===== src/core/tce_pkg.sv =====
// package: constants, carrier structs and state record of the timer channel enable block
package tce_pkg;

  // ****************************************
  // bus geometry
  // ****************************************
  localparam int unsigned DW     = 32;
  localparam int unsigned AW     = 24;
  localparam int unsigned IW     = 22;
  localparam int unsigned NCH    = 4;
  localparam int unsigned MODE_W = 16;

  // ****************************************
  // register indices, byte address is index * 4
  // ****************************************
  localparam logic [IW-1:0] IDX_OVF0     = 22'h0F01A0;
  localparam logic [IW-1:0] IDX_OVF1     = 22'h0F01A2;
  localparam logic [IW-1:0] IDX_OVF2     = 22'h0F01A4;
  localparam logic [IW-1:0] IDX_OVF3     = 22'h0F01A6;
  localparam logic [IW-1:0] IDX_RUN      = 22'h0F01B0;
  localparam logic [IW-1:0] IDX_UPRUN    = 22'h0F01B1;
  localparam logic [IW-1:0] IDX_START    = 22'h0F01B2;
  localparam logic [IW-1:0] IDX_UPSTART  = 22'h0F01B3;
  localparam logic [IW-1:0] IDX_STOP     = 22'h0F01B4;
  localparam logic [IW-1:0] IDX_UPSTOP   = 22'h0F01B5;
  localparam logic [IW-1:0] IDX_MODE     = 22'h0F01C0;
  localparam logic [1:0]    BYTE_OFS     = 2'h0;

  // ****************************************
  // field layout and codes
  // ****************************************
  localparam logic [2:0]     MODE_CAPTURE = 3'h2;
  localparam logic [2:0]     MODE_CAP_ONE = 3'h6;
  localparam int unsigned    MODE_STRIDE  = 4;
  localparam int unsigned    SPLIT_POS    = 3;
  localparam logic [NCH-1:0] MASK_LARGE   = 4'hF;
  localparam logic [NCH-1:0] MASK_SMALL   = 4'h3;
  localparam logic [NCH-1:0] MASK_UPPER   = 4'hA;
  localparam logic [7:0]     RESET_BYTE   = 8'h00;
  localparam logic [MODE_W-1:0] RESET_MODE = 16'h0000;
  localparam logic [DW-1:0]  ZERO_WORD    = 32'h00000000;

  typedef enum logic [3:0] {
    REG_NONE, REG_OVF0, REG_OVF1, REG_OVF2, REG_OVF3, REG_RUN, REG_UPRUN,
    REG_START, REG_UPSTART, REG_STOP, REG_UPSTOP, REG_MODE
  } tce_reg_t;

  typedef enum logic [0:0] {
    BUS_IDLE = 1'b0,
    BUS_ACK  = 1'b1
  } tce_bus_t;

  typedef struct packed {
    logic          read;
    logic          write;
    logic [AW-1:0] address;
    logic [DW-1:0] writedata;
    logic [3:0]    byteenable;
  } tce_av_req_t;

  typedef struct packed {
    logic [NCH-1:0] overflow;
    logic [NCH-1:0] capture;
  } tce_cnt_evt_t;

  typedef struct packed {
    tce_bus_t          bus;
    logic              waitrequest;
    logic [DW-1:0]     readdata;
    logic [NCH-1:0]    ovf;
    logic [NCH-1:0]    ovf_pend;
    logic [NCH-1:0]    run;
    logic [NCH-1:0]    upper_run;
    logic [NCH-1:0]    start_pulse;
    logic [NCH-1:0]    upper_start_pulse;
    logic [MODE_W-1:0] mode_cfg;
  } tce_state_t;

endpackage


===== src/core/tce_top.sv =====
// module: run control, start/stop triggers and capture overflow flags of a four-channel timer

module tce_top #(
  parameter bit LARGE_VARIANT = 1'b1
) (
  input  wire logic                      mclk,
  input  wire logic                      rstn,
  input  wire tce_pkg::tce_av_req_t      av_req,
  output logic                           av_waitrequest,
  output logic [tce_pkg::DW-1:0]         av_readdata,
  input  wire tce_pkg::tce_cnt_evt_t     cnt_evt,
  output logic [tce_pkg::NCH-1:0]        channel_run_bit,
  output logic [tce_pkg::NCH-1:0]        upper_half_run_bit,
  output logic [tce_pkg::NCH-1:0]        counter_init,
  output logic [tce_pkg::NCH-1:0]        upper_counter_init,
  output logic [tce_pkg::MODE_W-1:0]     channel_mode_cfg
);

  // ****************************************
  // decode helpers
  // ****************************************
  function automatic tce_pkg::tce_reg_t reg_decode(input logic [tce_pkg::AW-1:0] a);
    tce_pkg::tce_reg_t r;
    r = tce_pkg::REG_NONE;
    if (a[1:0] == tce_pkg::BYTE_OFS) begin
      unique case (a[tce_pkg::AW-1:2])
        tce_pkg::IDX_OVF0:    r = tce_pkg::REG_OVF0;
        tce_pkg::IDX_OVF1:    r = tce_pkg::REG_OVF1;
        tce_pkg::IDX_OVF2:    r = tce_pkg::REG_OVF2;
        tce_pkg::IDX_OVF3:    r = tce_pkg::REG_OVF3;
        tce_pkg::IDX_RUN:     r = tce_pkg::REG_RUN;
        tce_pkg::IDX_UPRUN:   r = tce_pkg::REG_UPRUN;
        tce_pkg::IDX_START:   r = tce_pkg::REG_START;
        tce_pkg::IDX_UPSTART: r = tce_pkg::REG_UPSTART;
        tce_pkg::IDX_STOP:    r = tce_pkg::REG_STOP;
        tce_pkg::IDX_UPSTOP:  r = tce_pkg::REG_UPSTOP;
        tce_pkg::IDX_MODE:    r = tce_pkg::REG_MODE;
        default:              r = tce_pkg::REG_NONE;
      endcase
    end
    return r;
  endfunction

  function automatic logic is_cap_mode(input logic [tce_pkg::MODE_W-1:0] cfg, input int ch);
    logic [2:0] m;
    m = cfg[ch*tce_pkg::MODE_STRIDE +: 3];
    return (m == tce_pkg::MODE_CAPTURE) || (m == tce_pkg::MODE_CAP_ONE);
  endfunction

  // ****************************************
  // state
  // ****************************************
  tce_pkg::tce_state_t st;
  tce_pkg::tce_state_t next_st;

  logic [tce_pkg::NCH-1:0] ch_mask;
  logic [tce_pkg::NCH-1:0] split;
  logic [tce_pkg::NCH-1:0] up_mask;
  logic [tce_pkg::NCH-1:0] cap_mode;
  tce_pkg::tce_reg_t       sel;
  logic                    wr_acc;
  logic                    rd_acc;
  logic [7:0]              wbyte;

  // channels 2 and 3 simply do not exist in the small variant
  assign ch_mask = LARGE_VARIANT ? tce_pkg::MASK_LARGE : tce_pkg::MASK_SMALL;

  genvar g;
  generate
    for (g = 0; g < tce_pkg::NCH; g++) begin : g_ch
      assign split[g]    = st.mode_cfg[g*tce_pkg::MODE_STRIDE + tce_pkg::SPLIT_POS];
      assign cap_mode[g] = is_cap_mode(st.mode_cfg, g);
    end
  endgenerate

  // upper halves only on channels 1 and 3, and only while split
  assign up_mask = tce_pkg::MASK_UPPER & ch_mask & split;

  assign sel    = reg_decode(av_req.address);
  // transfer completes at the edge where waitrequest is low
  assign wr_acc = (st.bus == tce_pkg::BUS_ACK) && av_req.write && av_req.byteenable[0];
  assign rd_acc = (st.bus == tce_pkg::BUS_ACK) && av_req.read;
  assign wbyte  = av_req.writedata[7:0];

  // ****************************************
  // next state
  // ****************************************
  always_comb begin
    logic [tce_pkg::DW-1:0] rd_val;
    rd_val  = tce_pkg::ZERO_WORD;
    next_st = st;
    // trigger bits live one cycle only
    next_st.start_pulse       = '0;
    next_st.upper_start_pulse = '0;

    // read value, sampled when the request is first seen
    unique case (sel)
      tce_pkg::REG_OVF0:  rd_val[0] = st.ovf[0] & ch_mask[0];
      tce_pkg::REG_OVF1:  rd_val[0] = st.ovf[1] & ch_mask[1];
      tce_pkg::REG_OVF2:  rd_val[0] = st.ovf[2] & ch_mask[2];
      tce_pkg::REG_OVF3:  rd_val[0] = st.ovf[3] & ch_mask[3];
      tce_pkg::REG_RUN:   rd_val[tce_pkg::NCH-1:0] = st.run & ch_mask;
      tce_pkg::REG_UPRUN: rd_val[tce_pkg::NCH-1:0] = st.upper_run & tce_pkg::MASK_UPPER & ch_mask;
      tce_pkg::REG_MODE:  rd_val[tce_pkg::MODE_W-1:0] = st.mode_cfg;
      default:            rd_val = tce_pkg::ZERO_WORD;
    endcase

    unique case (st.bus)
      tce_pkg::BUS_IDLE: begin
        if (av_req.read || av_req.write) begin
          next_st.bus         = tce_pkg::BUS_ACK;
          next_st.waitrequest = 1'b0;
          next_st.readdata    = av_req.read ? rd_val : tce_pkg::ZERO_WORD;
        end
      end
      tce_pkg::BUS_ACK: begin
        next_st.bus         = tce_pkg::BUS_IDLE;
        next_st.waitrequest = 1'b1;
      end
    endcase

    // register writes; trigger writes drop reserved and absent bits, mode takes bits 15:8 only when lane 1 is enabled
    if (wr_acc) begin
      unique case (sel)
        tce_pkg::REG_START: begin
          next_st.start_pulse = wbyte[tce_pkg::NCH-1:0] & ch_mask;
          next_st.run         = st.run | next_st.start_pulse;
        end
        tce_pkg::REG_UPSTART: begin
          next_st.upper_start_pulse = wbyte[tce_pkg::NCH-1:0] & up_mask;
          next_st.upper_run         = st.upper_run | next_st.upper_start_pulse;
        end
        tce_pkg::REG_STOP:   next_st.run       = st.run & ~(wbyte[tce_pkg::NCH-1:0] & ch_mask);
        tce_pkg::REG_UPSTOP: next_st.upper_run = st.upper_run & ~(wbyte[tce_pkg::NCH-1:0] & up_mask);
        tce_pkg::REG_MODE: begin
          next_st.mode_cfg[7:0] = wbyte;
          if (av_req.byteenable[1]) begin
            next_st.mode_cfg[15:8] = av_req.writedata[15:8];
          end
        end
        default: next_st.run = st.run;
      endcase
    end

    // overflow since the last capture is only remembered, never shown
    for (int i = 0; i < tce_pkg::NCH; i++) begin
      if (cap_mode[i] && ch_mask[i]) begin
        if (cnt_evt.capture[i]) begin
          // a wrap in the capture cycle counts as before the capture
          next_st.ovf[i]      = st.ovf_pend[i] | cnt_evt.overflow[i];
          next_st.ovf_pend[i] = 1'b0;
        end else if (cnt_evt.overflow[i]) begin
          next_st.ovf_pend[i] = 1'b1;
        end
      end else begin
        next_st.ovf_pend[i] = 1'b0;
      end
    end
  end

  // ****************************************
  // registers
  // ****************************************
  always_ff @(posedge mclk or negedge rstn) begin
    if (!rstn) begin
      st.bus               <= tce_pkg::BUS_IDLE;
      st.waitrequest       <= 1'b1;
      st.readdata          <= tce_pkg::ZERO_WORD;
      st.ovf               <= tce_pkg::RESET_BYTE[tce_pkg::NCH-1:0];
      st.ovf_pend          <= tce_pkg::RESET_BYTE[tce_pkg::NCH-1:0];
      st.run               <= tce_pkg::RESET_BYTE[tce_pkg::NCH-1:0];
      st.upper_run         <= tce_pkg::RESET_BYTE[tce_pkg::NCH-1:0];
      st.start_pulse       <= tce_pkg::RESET_BYTE[tce_pkg::NCH-1:0];
      st.upper_start_pulse <= tce_pkg::RESET_BYTE[tce_pkg::NCH-1:0];
      st.mode_cfg          <= tce_pkg::RESET_MODE;
    end else begin
      st <= next_st;
    end
  end

  assign av_waitrequest     = st.waitrequest;
  assign av_readdata        = st.readdata;
  assign channel_run_bit    = st.run;
  assign upper_half_run_bit = st.upper_run;
  // counter reload; start cycle of the count is the datapath's, by mode
  assign counter_init       = st.start_pulse;
  assign upper_counter_init = st.upper_start_pulse;
  assign channel_mode_cfg   = st.mode_cfg;
endmodule


===== config.mk =====
export PLATFORM = sky130hd
export DESIGN_NAME = tce_top
export DESIGN_NICKNAME = d
export VERILOG_FILES = /design/src/core/tce_pkg.sv /design/src/core/tce_top.sv
export SDC_FILE = /design/constraint.sdc
export NUM_CORES = 1
export LEC_CHECK = 0
export ABC_AREA = 1
export BUFFER_PORTS_ARGS = -buffer_cell sky130_fd_sc_hd__buf_2
export CAP_MARGIN = 20
export CORE_UTILIZATION = 48
export DETAILED_ROUTE_END_ITERATION = 8
export PLACE_DENSITY = 0.91
export SLEW_MARGIN = 25
export SYNTH_ARGS = -nofsm -noshare
export SYNTH_HDL_FRONTEND = slang
export SYNTH_SLANG_ARGS = --single-unit

===== constraint.sdc =====
create_clock -name mclk -period 1.97 [get_ports mclk]
set_clock_uncertainty 0.05 [all_clocks]
set_input_delay 0.197 -clock mclk [delete_from_list [all_inputs] [get_ports mclk]]
set_output_delay 0.197 -clock mclk [all_outputs]
set_load 0.02 [all_outputs]

==> results.cfg, run 1 <==
[power_and_ir_drop]
p_seq_share_pct = 56.1
power.share.clock_pct = 33.1
peakVddDrop_mv = 0.375
power.internal_mw = 1.48
switching_share_pct = 25.9
p_comb_share_pct = 10.8
p_sw_mw = 0.518
p_per_area_nw_per_um2 = 569
leakage_nw = 1.98
total_power_mw = 2.00

[global_routing]
antenna_found_initial = 0
grt_max_degree = 35
grt_pass1_wl_um = 10700
grt_overflow = 0
grt_pass1_vias = 2372
grtUsageTotal_pct = 19.0

[floorplanning]
io_pins = 137
initial_core_util_pct = 49.8
die_h_um = 83.2
placementRows = 29
die-width_um = 83.2
core_area_um2 = 6350
dieArea_um2 = 6920

[clock_tree]
clock_path_buffers = 2
clk_latency_ns = 0.31
h-tree-depth = 2
cts-root-buf = clkbuf_8
clk_pin_slew_ns = 0.09
cts_tree = done
cts_setup_buffers = 0
clock-sinks = 54
numCtsBuffers = 5
cts_resized = 0

[final_layout]
final_cell_mix = nand2_1, buf_2, dfrtp_1, nor2_1, inv_1
mostFrequentLayoutCell = nand2_1
final_util_pct = 55.3
drive_gt1_share_pct = 30.3
area_growth_pct = 11.0
final_area_um2 = 3510
layout.nets = 533
diodes = 0

[routing]
wl_per_cell_um = 11.8
drt_iter0_drc = 142
dr.pass1.iters = 4
via_per_inst = 4.73
via_count = 2547
ant_nets = 0
drc_errors = 0
drt_wl_total_um = 6360

[timing]
slew_viol_final = 0
hold_viol = 0
setup_viol = 0
finalCritPeriodShare_pct = 82.6
rsz0062_at_grt = false
hold_slack_ns = 0.0131
fin_crit_ns = 1.63
tns_ns = 0
fmax_mhz = 615

[synth]
synth_edf_count = 0
synthTopCellsByArea = dfrtp_1, buf_4, nand2_1, nor2_1, inv_1
synth_top_area_share_pct = 41.9
synthesis.instances = 395
synth.cell_area_um2 = 3160
yosysWarnings = 0
ys_ff_latch = 54
ys_types = 30
synth_top_area_cell = dfrtp_1
synth.avg_cell_area_um2 = 8.00
yosys_most_used_dff = dfrtp_1
seq_area_frac_synth_pct = 42.8
async_reset_ff_share_pct = 100

[critical_path]
end_kind = register
path_max_fanout = 5
critPathRequiredTime_ns = 2.12
arrival_ns = 1.78
cp-start-kind = input pin
worstSetupPathType = in -> reg

[place]
place.gp.congestion = 0.903
dp.final_hpwl_um = 5170
port-buffer-count = 98
placed_cell_area_um2 = 3380

[job]
drv_cap = 0

[status]
status = finished clean

[hold_path]
hold_path_class = in -> reg
per-layer routing:
| layer | vias to the layer above | GRT usage [%] | share of wire, % |
|---|---|---|---|
| met1 | 1168 | 24.8 | 44 |
| met3 | 10 | 3.38 | 4.7 |
| met4 | 0 | 6.11 | 1.7 |
| li1 | 1284 | - | - |
| met2 | 85 | 32.0 | 49 |
| met5 | - | 0 | 0 |
power groups by stage:
stage,Clock [mW],Sequential [mW],Combinational [mW]
finish,0.661,1.12,0.216
global route,0.718,1.12,0.241
CTS,0.673,1.12,0.218
detailed placement,0,1.14,0.213
global placement,0,1.14,0.207
floorplan,0,1.15,0.126
final cells by class:
type	count	area, um^2
clock buffer	6	82.6
timing repair buffer	108	586
multi-input combinational	255	1240
sequential	54	1350
inverter	37	139
tap	77	96.3
fill	568	2840
clock inverter	2	16.3
synthesized netlist by cell type, types with 3 or more instances:
cell type	number
o21ai_1	10
clkbuf_1	3
mux2_1	8
nand2_2	5
inv_2	3
o21ai_0	19
nand3_1	16
nor2_2	7
nor2_1	46
nand2_1	101
dfrtp_1	53
buf_4	64
inv_1	33
nor4_1	4
cell families (layout without fill, tap and decap cells):
group	Yosys count	count (layout)	synth area share, %
other	1	20	0.119
muxes	12	12	4.51
AOI/OAI and AO/OA	33	33	5.38
DFF	54	54	42.8
buffers and inverters	105	153	20.3
and+or+nand+nor	190	190	26.9
stage by stage:
stage          cells  setup slack (ns)
3_5_place_dp     528            0.0309
6_report         539             0.343
3_3_place_gp     528            0.0909
4_1_cts          539             0.360
2_1_floorplan    414             0.326
5_1_grt          539             0.156
path summary, 6_finish.rpt:
path                                             from                               end  slack [ns]  depth (start not counted)
min in group asynchronous                        rstn  channel_mode_cfg[14]$_DFFE_PN0P_        0.33                          2
max reg2reg                          st[73]$_DFF_PN0_       av_readdata[10]$_DFFE_PN0P_        0.50                          6
max in group asynchronous                        rstn                st[36]$_DFFE_PN0P_        0.99                          3
max                                        av_req[53]                          register        0.34                         11
min reg2reg                av_readdata[1]$_DFFE_PN0P_        av_readdata[1]$_DFFE_PN0P_        0.43                          2
min                                        cnt_evt[0]                st[32]$_DFFE_PN0P_        0.01                          2
critical path: stages:
cell     delay (ns)
buf_2          0.10
nor3_1         0.21
nand2_1        0.09
nor2_2         0.23
nand3_1        0.23
nor2_1         0.21
nand2_1        0.08
nand2_1        0.06
nand2_1        0.11
o21ai_1        0.18
o21ai_1        0.08
timing repair:
action	in CTS	in global routing
endpoints found under the setup margin	0	0
hold buffers	3	0
endpoints found under the hold margin	21	0
Note: power is estimated with default switching activity, not from simulation.
==> run 2, diff against run 1 <==
- clock period: 1.97 -> 1.6 ns (I/O delays scaled with it)
==> run 2 against run 1 <==
Count of clock-buffer cells in the layout is 1 higher. Via count is 5.0% higher. Flip-flop and latch count stayed put. Register-to-register slack worse by 0.35 ns. Clock power is 41% higher. Worst setup slack worse by 0.29 ns. Utilization is 2.9 points higher. Wire length is 9.3% higher. Sequential share of layout area is 1.9 points lower. Critical path depth is 1 higher. Critical path type unchanged. Total power is 30% higher. Largest power group unchanged. Design area is 5.2% higher.
==> results.cfg, run 2 (synthesis gave the netlist of run 1 again) <==
[critical_path]
crit_start = av_req[44]
arrival_ns = 1.69
rr_worst_depth = 4
worstSetupPathType = in -> reg
timing.rr.end = channel_mode_cfg[13]$_DFFE_PN0P_
r2r-start = st[73]$_DFF_PN0_
cp_cell_sequence = buf_2 > inv_2 > nand2_2 > nor2_4 > nand2_1 > nand2_2 > inv_2 > nand2_1 > nand3_4 > nor2_4 > nand3_4 > mux2_1
critPathRequiredTime_ns = 1.74
reg2reg_setup_slack_ns = 0.15
end_kind = register
crit_path_top_delay_cell = mux2_1
cp-start-kind = input pin
slowest_delay_ns = 0.35
path_max_fanout = 8

[timing]
tightest_slew_ns = 0.559
fin_crit_ns = 1.55
slew_headroom_pct = 62.8
finalCritPeriodShare_pct = 96.7
slew_viol_final = 0
rsz0062_at_grt = true
tns_ns = 0
setup_viol = 0
hold_viol = 0
fmax_mhz = 647
hold_slack_ns = 0.00973
layout_setup_ws_ns = 0.0534

[clock_tree]
cts-root-buf = clkbuf_8
clock-sinks = 54
h-tree-depth = 2
clock_path_buffers = 2
numCtsBuffers = 5
cts_tree = done
clk_latency_ns = 0.30
clk_pin_slew_ns = 0.09

[routing]
via_per_inst = 4.90
drt_wl_total_um = 6950
wl_met2_um = 3580
ant_nets = 0
route.top_layer_used = met4
drc_errors = 0
drt_iter0_drc = 230
wl_per_cell_um = 12.7
dr.pass1.iters = 4
wl_met1_um = 2830
dr_wl_met3_um = 433
via_count = 2675

[power_and_ir_drop]
p_per_area_nw_per_um2 = 703
power.share.clock_pct = 35.9
leakage_nw = 2.05
peakVddDrop_mv = 0.539
total_power_mw = 2.60
p_seq_share_pct = 53.0
power.internal_mw = 1.98
p_comb_share_pct = 11.2
switching_share_pct = 23.7
p_sw_mw = 0.617

[final_layout]
final_cells = 546
final_util_pct = 58.2
final_area_um2 = 3690
final_cell_mix = buf_2, nand2_1, dfrtp_1, nor2_1, inv_1
drive_gt1_share_pct = 35.0
mostFrequentLayoutCell = buf_2
area_growth_pct = 16.9
diodes = 0
layout.nets = 540

[place]
dp.final_hpwl_um = 5270
pre_cts_ws_ns = -0.295
dp_cells = 531
placed_cell_area_um2 = 3420
place.gp.congestion = 0.950
port-buffer-count = 98

[hold_path]
hold_path_class = in -> reg
min_path_cells = 2
min_to = channel_mode_cfg[11]$_DFFE_PN0P_
worstHoldStart = av_req[15]

[floorplanning]
initial_core_util_pct = 49.8
io_pins = 137
placementRows = 29
die-width_um = 83.2
die_h_um = 83.2
dieArea_um2 = 6920
core_area_um2 = 6350

[global_routing]
grt_max_degree = 32
antenna_found_initial = 0
grt_pass1_wl_um = 10900
grt_pass1_vias = 2366
grtUsageTotal_pct = 19.4
grt_overflow = 0

[job]
drv_cap = 0

[status]
status = finished clean
run 2: area by class of cell:
| cell class | count | area, um^2 |
|---|---|---|
| repair buffers | 115 | 658 |
| clock buffers | 7 | 86.3 |
| inverters | 37 | 139 |
| fillers | 566 | 2660 |
| flip-flops and latches | 54 | 1350 |
| well taps | 77 | 96.3 |
| clock inverters | 1 | 30.0 |
| multi-input cells | 255 | 1330 |
run 2: critical path: cells and delay by family:
| family | cells | cell delay, ns |
|---|---|---|
| buffers and inverters | 3 | 0.22 |
| multiplexers | 1 | 0.35 |
| AND/OR/NAND/NOR | 8 | 0.95 |
run 2: routing by layer:
layer	up-vias	track usage (%)
met5	-	0
met4	0	5.80
met3	10	3.28
met2	103	34.1
met1	1266	24.3
li1	1296	-
run 2: worst max path at each step:
stage / slack (ns) / depth (start not counted) / to
finish: 0.05 / 12 / channel_mode_cfg[13]$_DFFE_PN0P_
global route: -0.04 / 11 / channel_mode_cfg[12]$_DFFE_PN0P_
CTS: 0.03 / 12 / channel_mode_cfg[10]$_DFFE_PN0P_
detailed placement: -0.29 / 12 / channel_mode_cfg[10]$_DFFE_PN0P_
global placement: -0.20 / 12 / channel_mode_cfg[12]$_DFFE_PN0P_
floorplan: 0.003 / 10 / channel_mode_cfg[5]$_DFFE_PN0P_
run 2: power groups by stage:
stage	sequential, mW	clock (mW)	combinational, mW
CTS	1.38	0.944	0.276
global route	1.38	0.990	0.317
global placement	1.40	0	0.260
finish	1.38	0.932	0.290
floorplan	1.41	0	0.158
detailed placement	1.40	0	0.266
run 2: timing repair:
action,CTS,global route
endpoints found under the setup margin,0,25
hold buffers,5,1
hold endpoints to repair,26,1
buffers inserted,0,1
resized for setup,0,22
